===== src/inc/bridge_cfg_pkg.sv =====
package bridge_cfg_pkg;

    // register indices as printed; byte address is four times the index
    localparam logic [11:0] IDX_CLASS_CODE = 12'h009;
    localparam logic [11:0] IDX_CACHE_LINE = 12'h00c;
    localparam logic [11:0] IDX_PRI_LAT = 12'h00d;
    localparam logic [11:0] IDX_HEADER = 12'h00e;
    localparam logic [11:0] IDX_SELF_TEST = 12'h00f;
    localparam logic [11:0] IDX_BASE_ZERO = 12'h010;
    localparam logic [11:0] IDX_BASE_ONE = 12'h014;
    localparam logic [11:0] IDX_UP_BUS = 12'h018;
    localparam logic [11:0] IDX_DOWN_BUS = 12'h019;
    localparam logic [11:0] IDX_HIGH_BUS = 12'h01a;
    localparam logic [11:0] IDX_DOWN_LAT = 12'h01b;
    localparam logic [11:0] IDX_IO_LOW = 12'h01c;
    localparam logic [11:0] IDX_IO_HIGH = 12'h01d;
    localparam int ADDR_W = 14;

    // fixed identification values
    localparam logic [7:0] PROG_IF_VAL = 8'h00;
    localparam logic [7:0] SUBCLASS_VAL = 8'h04;
    localparam logic [7:0] BASECLASS_VAL = 8'h06;
    localparam logic [7:0] HEADER_TYPE_VAL = 8'h01;
    localparam logic [7:0] ZERO_BYTE = 8'h00;
    localparam logic [31:0] ZERO_WORD = 32'h0000_0000;

    // reset values of the writable fields
    localparam logic [7:0] CACHE_LINE_RST = 8'h00;
    localparam logic [7:0] BUS_NUM_RST = 8'h00;
    localparam logic [3:0] IO_BASE_RST = 4'hf;
    localparam logic [3:0] IO_LIMIT_RST = 4'h0;
    localparam logic IO_CAP_RST = 1'b1;

    // field positions inside the io window bytes
    localparam int IO_CAP_BIT = 0;
    localparam int IO_ADDR_LSB = 4;
    localparam int IO_ADDR_MSB = 7;
    localparam logic [11:0] IO_LOW_FILL = 12'h000;
    localparam logic [11:0] IO_HIGH_FILL = 12'hfff;

    // width modes of the io capability bit
    typedef enum logic {
        narrow_io_addressing = 1'b0,
        wide_io_addressing = 1'b1
    } io_width_t;

    // apb request from the master
    typedef struct packed {
        logic psel;
        logic penable;
        logic pwrite;
        logic [ADDR_W-1:0] paddr;
        logic [31:0] pwdata;
        logic [3:0] pstrb;
    } apb_req_t;

    // apb answer to the master
    typedef struct packed {
        logic pready;
        logic pslverr;
        logic [31:0] prdata;
    } apb_rsp_t;

    // io request offered for a forwarding decision
    typedef struct packed {
        logic valid;
        logic [31:0] addr;
    } io_req_t;

    // forwarding decision for that request
    typedef struct packed {
        logic valid;
        logic forward;
    } io_dec_t;

    // bus numbers and window seen by other blocks
    typedef struct packed {
        logic [7:0] up_bus;
        logic [7:0] down_bus;
        logic [7:0] high_bus;
        logic io_cap;
        logic [3:0] io_base;
        logic [3:0] io_limit;
    } cfg_view_t;

endpackage


===== src/core/bridge_type1_config_header.sv =====
`timescale 1ns/1ps

// Notes on behaviour
// class code reads 0x060400, read only
// header type reads 0x01, read only
// cache line size is scratch, resets zero
// both latency timers read zero always
// self test byte reads zero always
// both base address registers read zero
// upstream bus number scratch, resets zero
// downstream bus number read write, resets zero
// highest bus number read write, resets zero
// base bit 0 selects io width, resets 1
// limit bit 0 mirrors the capability bit
// base bits 7:4 hold address 15:12, reset f
// limit bits 7:4 hold address 15:12, reset 0
// base and limit steer io forwarding
// forward when base <= addr <= limit
module bridge_type1_config_header
    import bridge_cfg_pkg::*;
(
    // clock and reset
    input wire logic clk_in,
    input wire logic rst_n_in,
    // apb slave
    input wire apb_req_t apb_in,
    output apb_rsp_t apb_out,
    // io forwarding decision
    input wire io_req_t io_req_in,
    output io_dec_t io_dec_out,
    // configuration seen by forwarding logic
    output cfg_view_t cfg_out
);

    // stored fields
    logic [7:0] cache_line_r;
    logic [7:0] up_bus_r;
    logic [7:0] down_bus_r;
    logic [7:0] high_bus_r;
    logic io_cap_r;
    logic [3:0] io_base_r;
    logic [3:0] io_limit_r;

    // bus answer registers
    logic pready_r;
    logic pslverr_r;
    logic [31:0] prdata_r;
    logic [31:0] rdata_nxt;
    logic hit_nxt;

    // decision registers
    logic dec_valid_r;
    logic dec_fwd_r;
    logic fwd_nxt;

    // decode helpers
    logic [11:0] idx;
    logic aligned;
    logic wr_now;
    logic lane0;
    logic [7:0] wbyte;
    logic [7:0] io_low_byte;
    logic [7:0] io_high_byte;

    // one-hot map hit, one bit for each mapped word
    localparam int MAP_ENTRIES = 13;
    localparam logic [11:0] MAP_IDX [MAP_ENTRIES] = '{
        IDX_CLASS_CODE,
        IDX_CACHE_LINE,
        IDX_PRI_LAT,
        IDX_HEADER,
        IDX_SELF_TEST,
        IDX_BASE_ZERO,
        IDX_BASE_ONE,
        IDX_UP_BUS,
        IDX_DOWN_BUS,
        IDX_HIGH_BUS,
        IDX_DOWN_LAT,
        IDX_IO_LOW,
        IDX_IO_HIGH
    };
    logic [MAP_ENTRIES-1:0] reg_hit;

    // per-register write strobes, one for each writable byte
    logic wr_cache;
    logic wr_up;
    logic wr_down;
    logic wr_high;
    logic wr_low_io;
    logic wr_high_io;

    // first access cycle: the answer is prepared here
    logic acc_first;

    // window compare terms
    logic [15:0] io_addr_lo;
    logic [15:0] win_floor;
    logic [15:0] win_ceiling;
    logic above_floor;
    logic below_ceiling;
    logic upper_clear;
    logic win_empty;

    // word index; only aligned word accesses land on a register
    assign idx = apb_in.paddr[ADDR_W-1:2];
    assign aligned = (apb_in.paddr[1:0] == 2'b00);
    assign lane0 = apb_in.pstrb[0];
    assign wbyte = apb_in.pwdata[7:0];

    // the slave answers one cycle into the access phase; pready_r high
    // keeps the second access cycle from being taken as a new request
    assign acc_first = apb_in.psel & apb_in.penable & ~pready_r;

    // a write commits at the edge where the master sees pready high
    assign wr_now = apb_in.psel & apb_in.penable & pready_r & apb_in.pwrite;

    // strobes per field; lane 0 alone carries every writable byte, so a
    // write with that lane off changes nothing and still completes
    assign wr_cache = wr_now & aligned & lane0 & (idx == IDX_CACHE_LINE);
    assign wr_up = wr_now & aligned & lane0 & (idx == IDX_UP_BUS);
    assign wr_down = wr_now & aligned & lane0 & (idx == IDX_DOWN_BUS);
    assign wr_high = wr_now & aligned & lane0 & (idx == IDX_HIGH_BUS);
    assign wr_low_io = wr_now & aligned & lane0 & (idx == IDX_IO_LOW);
    assign wr_high_io = wr_now & aligned & lane0 & (idx == IDX_IO_HIGH);

    // map hit per entry; an index outside the table raises the error
    // answer instead of silently reading zero
    for (genvar g = 0; g < MAP_ENTRIES; g++) begin : g_map_hit
        assign reg_hit[g] = (idx == MAP_IDX[g]);
    end

    // low window byte as software reads it; bits 3:1 are reserved
    // and read zero
    always_comb begin
        io_low_byte = ZERO_BYTE;
        io_low_byte[IO_ADDR_MSB:IO_ADDR_LSB] = io_base_r;
        io_low_byte[IO_CAP_BIT] = io_cap_r;
    end

    // high window byte; bit 0 has no flop of its own, so it can never
    // disagree with the capability bit held in the low byte
    always_comb begin
        io_high_byte = ZERO_BYTE;
        io_high_byte[IO_ADDR_MSB:IO_ADDR_LSB] = io_limit_r;
        io_high_byte[IO_CAP_BIT] = io_cap_r;
    end

    // read mux over the mapped words; upper bytes of byte-wide
    // registers read zero, and unaligned words never hit
    always_comb begin
        rdata_nxt = ZERO_WORD;
        hit_nxt = aligned & (|reg_hit);
        case (idx)
            IDX_CLASS_CODE: begin
                rdata_nxt = {ZERO_BYTE, BASECLASS_VAL, SUBCLASS_VAL, PROG_IF_VAL};
            end
            IDX_CACHE_LINE: begin
                rdata_nxt = {24'h00_0000, cache_line_r};
            end
            IDX_PRI_LAT: begin
                rdata_nxt = {24'h00_0000, ZERO_BYTE};
            end
            IDX_HEADER: begin
                rdata_nxt = {24'h00_0000, HEADER_TYPE_VAL};
            end
            IDX_SELF_TEST: begin
                rdata_nxt = {24'h00_0000, ZERO_BYTE};
            end
            IDX_BASE_ZERO: begin
                rdata_nxt = ZERO_WORD;
            end
            IDX_BASE_ONE: begin
                rdata_nxt = ZERO_WORD;
            end
            IDX_UP_BUS: begin
                rdata_nxt = {24'h00_0000, up_bus_r};
            end
            IDX_DOWN_BUS: begin
                rdata_nxt = {24'h00_0000, down_bus_r};
            end
            IDX_HIGH_BUS: begin
                rdata_nxt = {24'h00_0000, high_bus_r};
            end
            IDX_DOWN_LAT: begin
                rdata_nxt = {24'h00_0000, ZERO_BYTE};
            end
            IDX_IO_LOW: begin
                rdata_nxt = {24'h00_0000, io_low_byte};
            end
            IDX_IO_HIGH: begin
                rdata_nxt = {24'h00_0000, io_high_byte};
            end
            default: begin
                rdata_nxt = ZERO_WORD;
            end
        endcase
    end

    // one wait state: pready rises in the second access cycle, so every
    // output stays a flop at the cost of one cycle per transfer
    always_ff @(posedge clk_in or negedge rst_n_in) begin
        if (!rst_n_in) begin
            pready_r <= 1'b0;
        end else begin
            pready_r <= acc_first;
        end
    end

    // read data is captured as pready rises and is zero otherwise, so a
    // stale word never shows outside its one answer cycle
    always_ff @(posedge clk_in or negedge rst_n_in) begin
        if (!rst_n_in) begin
            prdata_r <= ZERO_WORD;
        end else if (acc_first) begin
            prdata_r <= apb_in.pwrite ? ZERO_WORD : rdata_nxt;
        end else begin
            prdata_r <= ZERO_WORD;
        end
    end

    // error flags an unmapped or unaligned word; writes there are
    // dropped by the strobes, which need an aligned hit as well
    always_ff @(posedge clk_in or negedge rst_n_in) begin
        if (!rst_n_in) begin
            pslverr_r <= 1'b0;
        end else if (acc_first) begin
            pslverr_r <= ~hit_nxt;
        end else begin
            pslverr_r <= 1'b0;
        end
    end

    // cache line size: stored only, feeds nothing
    always_ff @(posedge clk_in or negedge rst_n_in) begin
        if (!rst_n_in) begin
            cache_line_r <= CACHE_LINE_RST;
        end else if (wr_cache) begin
            cache_line_r <= wbyte;
        end
    end

    // upstream bus number: exported for software, forwarding ignores it
    always_ff @(posedge clk_in or negedge rst_n_in) begin
        if (!rst_n_in) begin
            up_bus_r <= BUS_NUM_RST;
        end else if (wr_up) begin
            up_bus_r <= wbyte;
        end
    end

    // downstream bus number of the segment right behind the bridge
    always_ff @(posedge clk_in or negedge rst_n_in) begin
        if (!rst_n_in) begin
            down_bus_r <= BUS_NUM_RST;
        end else if (wr_down) begin
            down_bus_r <= wbyte;
        end
    end

    // highest bus number behind the bridge; no ordering against the
    // downstream number is enforced, software keeps them consistent
    always_ff @(posedge clk_in or negedge rst_n_in) begin
        if (!rst_n_in) begin
            high_bus_r <= BUS_NUM_RST;
        end else if (wr_high) begin
            high_bus_r <= wbyte;
        end
    end

    // capability bit; a write switches the width at once, so software
    // should set it before it opens a window
    always_ff @(posedge clk_in or negedge rst_n_in) begin
        if (!rst_n_in) begin
            io_cap_r <= IO_CAP_RST;
        end else if (wr_low_io) begin
            io_cap_r <= wbyte[IO_CAP_BIT];
        end
    end

    // base address nibble; reset high so the window starts out empty
    always_ff @(posedge clk_in or negedge rst_n_in) begin
        if (!rst_n_in) begin
            io_base_r <= IO_BASE_RST;
        end else if (wr_low_io) begin
            io_base_r <= wbyte[IO_ADDR_MSB:IO_ADDR_LSB];
        end
    end

    // limit address nibble; bit 0 of this byte is not stored
    always_ff @(posedge clk_in or negedge rst_n_in) begin
        if (!rst_n_in) begin
            io_limit_r <= IO_LIMIT_RST;
        end else if (wr_high_io) begin
            io_limit_r <= wbyte[IO_ADDR_MSB:IO_ADDR_LSB];
        end
    end

    // window terms on the low sixteen address bits; base pads with
    // zeros and limit with ones, so both ends are inclusive
    assign io_addr_lo = io_req_in.addr[15:0];
    assign win_floor = {io_base_r, IO_LOW_FILL};
    assign win_ceiling = {io_limit_r, IO_HIGH_FILL};
    assign above_floor = (io_addr_lo >= win_floor);
    assign below_ceiling = (io_addr_lo <= win_ceiling);

    // narrow mode cannot reach above 64k; wide mode has no upper window
    // registers in this block, so the upper half is not compared there
    assign upper_clear = (io_width_t'(io_cap_r) == wide_io_addressing) ||
        (io_req_in.addr[31:16] == 16'h0000);

    // base above limit leaves no address that passes both compares;
    // kept as its own term so the empty case is plain to see
    assign win_empty = (io_base_r > io_limit_r);

    // forward only when every term agrees
    always_comb begin
        fwd_nxt = 1'b0;
        if (above_floor && below_ceiling && upper_clear && !win_empty) begin
            fwd_nxt = 1'b1;
        end
    end

    // decision valid one cycle after the request, one per request
    always_ff @(posedge clk_in or negedge rst_n_in) begin
        if (!rst_n_in) begin
            dec_valid_r <= 1'b0;
        end else begin
            dec_valid_r <= io_req_in.valid;
        end
    end

    // forward flag uses the window as it stood at the request edge,
    // so a window write in the same cycle takes effect one cycle later
    always_ff @(posedge clk_in or negedge rst_n_in) begin
        if (!rst_n_in) begin
            dec_fwd_r <= 1'b0;
        end else begin
            dec_fwd_r <= io_req_in.valid & fwd_nxt;
        end
    end

    // bus answer straight from flops
    assign apb_out.pready = pready_r;
    assign apb_out.pslverr = pslverr_r;
    assign apb_out.prdata = prdata_r;

    // forwarding decision straight from flops
    assign io_dec_out.valid = dec_valid_r;
    assign io_dec_out.forward = dec_fwd_r;

    // configuration view straight from flops
    assign cfg_out.up_bus = up_bus_r;
    assign cfg_out.down_bus = down_bus_r;
    assign cfg_out.high_bus = high_bus_r;
    assign cfg_out.io_cap = io_cap_r;
    assign cfg_out.io_base = io_base_r;
    assign cfg_out.io_limit = io_limit_r;

endmodule // bridge_type1_config_header


===== config.mk =====
export PLATFORM = sky130hd
export DESIGN_NAME = bridge_type1_config_header
export DESIGN_NICKNAME = d
export VERILOG_FILES = /design/src/inc/bridge_cfg_pkg.sv /design/src/core/bridge_type1_config_header.sv
export SDC_FILE = /design/constraint.sdc
export NUM_CORES = 1
export LEC_CHECK = 0
export ABC_CLOCK_PERIOD_IN_PS = 2750
export BUFFER_PORTS_ARGS = -buffer_cell sky130_fd_sc_hd__buf_2
export CAP_MARGIN = 20
export CORE_MARGIN = 5
export CORE_UTILIZATION = 50
export CTS_CLUSTER_DIAMETER = 50
export DETAILED_ROUTE_END_ITERATION = 8
export GPL_TIMING_DRIVEN = 0
export PLACE_DENSITY_LB_ADDON = 0.15
export SLEW_MARGIN = 30
export SYNTH_ARGS = -nofsm -noshare
export SYNTH_HDL_FRONTEND = slang
export SYNTH_SLANG_ARGS = --single-unit

===== constraint.sdc =====
create_clock -name clk_in -period 2.75 [get_ports clk_in]
set_clock_uncertainty 0.2 [all_clocks]
set_input_delay 0.1375 -clock clk_in [delete_from_list [all_inputs] [get_ports clk_in]]
set_output_delay 0.1375 -clock clk_in [all_outputs]
set_load 0.05 [all_outputs]

==> out/metrics.yaml <==
hold_path.startpoint: "apb_in[42]"
layout_min_cycle_time_ps: 2410
dr_total_vias: 2671
drtIter0Drc: 122
drt-pass1-iter-count: 4
clkSinkCount: 54
drv_slew: 0
regToRegEndpoint: "dec_fwd_r"
hp-class: "primary input to flip-flop"
vias_per_cell: 5.28
r2r_cells: 7
rsz0062_at_grt: "false"
worst_pin_slew_ps: 675
postCtsSetupBuffers: 0
io_pins: 157
fin_nets: 530
area_growth_pct: 30.8
start_util_pct: 52.2
min_to: "prdata_r[0]"
cp_max_fo: 2
antenna_found_initial: 0
grt_pass1_vias: 2648
globalplace.congestion: 0.821
synthArstFlopShare_pct: 100
crit_required_ps: 2800
p_per_area_mw_per_mm2: 366
drv_cap: 0
setup_viol: 0
crit_path_start_kind: "primary input"
die_h_um: 89.3
total_power_mw: 1.51
ir_worst_vdd_mv: 0.350
drc_errors: 0
clk_path_buf_depth: 2
grt_pass1_wl_um: 13000
cts_hold_buf: 18
drive_gt1_share_pct: 48.3
worstHoldPathCells: 4
cp_slowest_cell: "dlygate4sd3_1"
fin_tns_setup_ps: 0
cts_buffers: 5
synth_top_area_share_pct: 39.0
p_leak_nw: 2.19
fin_crit_sh_pct: 87.8
cp.arrival_ps: 2470
synthTopCellsByCount: "dfrtp_1 (49), mux2_2 (40), buf_4 (28)"
synthFlopType: "dfrtp_1"
max-slew-margin-rel_pct: 55.0
die-area_sq_mm: 0.00797
yosys_warnings: 0
reg2reg_slack_ps: 430
die_w_um: 89.3
cp_common_cell: "dlygate4sd3_1"
core_sq_mm: 0.00603
antenna_cells: 0
port_buffers: 105
cts_resized: 0
clock_latency_ps: 310
crit_type: "primary input to flip-flop"
yosysMostFrequentCell: "dfrtp_1"
synth.cell_area_sq_mm: 0.00314
synth-edff-count: 0
synth.distinct_cells: 48
rows: 28
yosysSeqAreaShare_pct: 43.2
dp_hpwl_um: 6130
outcome: "finished, final reports clean"
avgSynthCellArea_sq_um: 11.2
ant_nets: 0
slowest_delay_ps: 590
synth.ff_latch_count: 54
max_freq_mhz: 414
yosysTopAreaCell: "dfrtp_1"
drt-total-wl_um: 8290
cts_tree: "built"
finalHoldViolCount: 0
grt_max_degree: 55
netlist_instances: 280
clkTransAtPathRegs_ps: 90
crit_chain: "dlygate4sd3_1 -> buf_2 -> nand2_2 -> dlygate4sd3_1 -> nor2_1 -> nand4b_1 -> nor4_1 -> dlygate4sd3_1"
overflow: 0
h-tree-depth: 2
cts-root-buf: "clkbuf_8"
wire_per_inst_um: 16.4
final_util_pct: 68.2
end_kind: "flip-flop"
synth_area_leaders: "dfrtp_1 (39%), mux2_2 (14%), buf_4 (6.7%)"
grtUsageTotal_pct: 21.2
r2r_start: "io_base_r[1]"
state kept, by name, summed over array words and instances, names as in the netlist:
register / flops
cache_line_r: 8
dec_fwd_r: 1
dec_valid_r: 1
down_bus_r: 8
high_bus_r: 8
io_base_r: 4
io_cap_r: 1
io_limit_r: 4
prdata_r: 9
pready_r: 1
pslverr_r: 1
up_bus_r: 8
cell type report:
cell class	instances	area, sq um
fill	499	1910
clock buffer	7	86.3
clock inverter	1	5.00
inverter	13	48.8
buffer	38	272
sequential	54	1360
tap	75	93.8
timing repair buffer	123	708
multi-input combinational	195	1540
per-layer routing:
metal / wire length, um / up-vias / GRT usage [%]
li1: - / 1268 / -
met1: 3480 / 1277 / 29.0
met2: 3950 / 117 / 35.2
met3: 781 / 9 / 3.59
met4: 76 / 0 / 5.41
met5: 0 / - / 0
power by group:
group,switching (mW),internal (mW),total [mW]
Sequential,0.00143,0.796,0.797
Clock,0.249,0.204,0.453
Combinational,0.161,0.0956,0.256
Total,0.411,1.10,1.51
cells in the final DEF (no fill, tap or decap), drive strengths merged, types with 4 or more instances in the layout:
master and count:
buf 141, dfrtp 49, mux2 41, conb 21
dlygate4sd3 18, nor2 17, inv 13, ha 12
nand2 12, a21oi 11, nor4 10, mux2i 9
clkbuf 9, a22o 8, nand4 8, o21ai 6
dfstp 5, nand3b 4, a31oi 4, nand3 4
metrics by stage:
stage | hold WS [ps] | std cells | setup WS [ps] | instance area (sq um)
after floorplan | -358 | 300 | 659 | 3220
after detailed placement | 19.5 | 480 | 489 | 3840
after CTS | 40.2 | 506 | 364 | 4110
after global placement | 59.8 | 480 | 616 | 3840
after global routing | 78.7 | 506 | 213 | 4110
final | 52.0 | 506 | 335 | 4110
cell families (layout without fill, tap and decap cells):
kind of cell             count (synthesis)  in the layout  synth area share, %
multiplexers                            50             50                 17.6
buffers and inverters                   51            182                 10.2
flip-flops                              54             54                 43.2
AND/OR/NAND/NOR                         70             70                 15.2
other                                    1             21                0.119
XOR/XNOR                                 1              1                0.279
adder cells (fa/ha/maj)                 12             12                 4.78
AO/OA/AOI/OAI                           41             41                 8.72
how the worst max path moves through the flow:
| stage | startpoint | to | slack [ps] | cells after the start |
|---|---|---|---|---|
| floorplan | io_base_r[1] | dec_fwd_r | 660 | 7 |
| global placement | io_base_r[1] | dec_fwd_r | 620 | 7 |
| detailed placement | io_base_r[1] | dec_fwd_r | 490 | 7 |
| CTS | apb_in[51] | prdata_r[17] | 360 | 8 |
| global route | io_base_r[1] | dec_fwd_r | 210 | 7 |
| finish | apb_in[51] | prdata_r[17] | 340 | 8 |
worst max-delay path: cells and delay by family:
kind / cells / cell delay (ps)
buffers and inverters: 4 / 1780
and+or+nand+nor: 4 / 540
No activity file was read; power rests on OpenSTA's default activity.
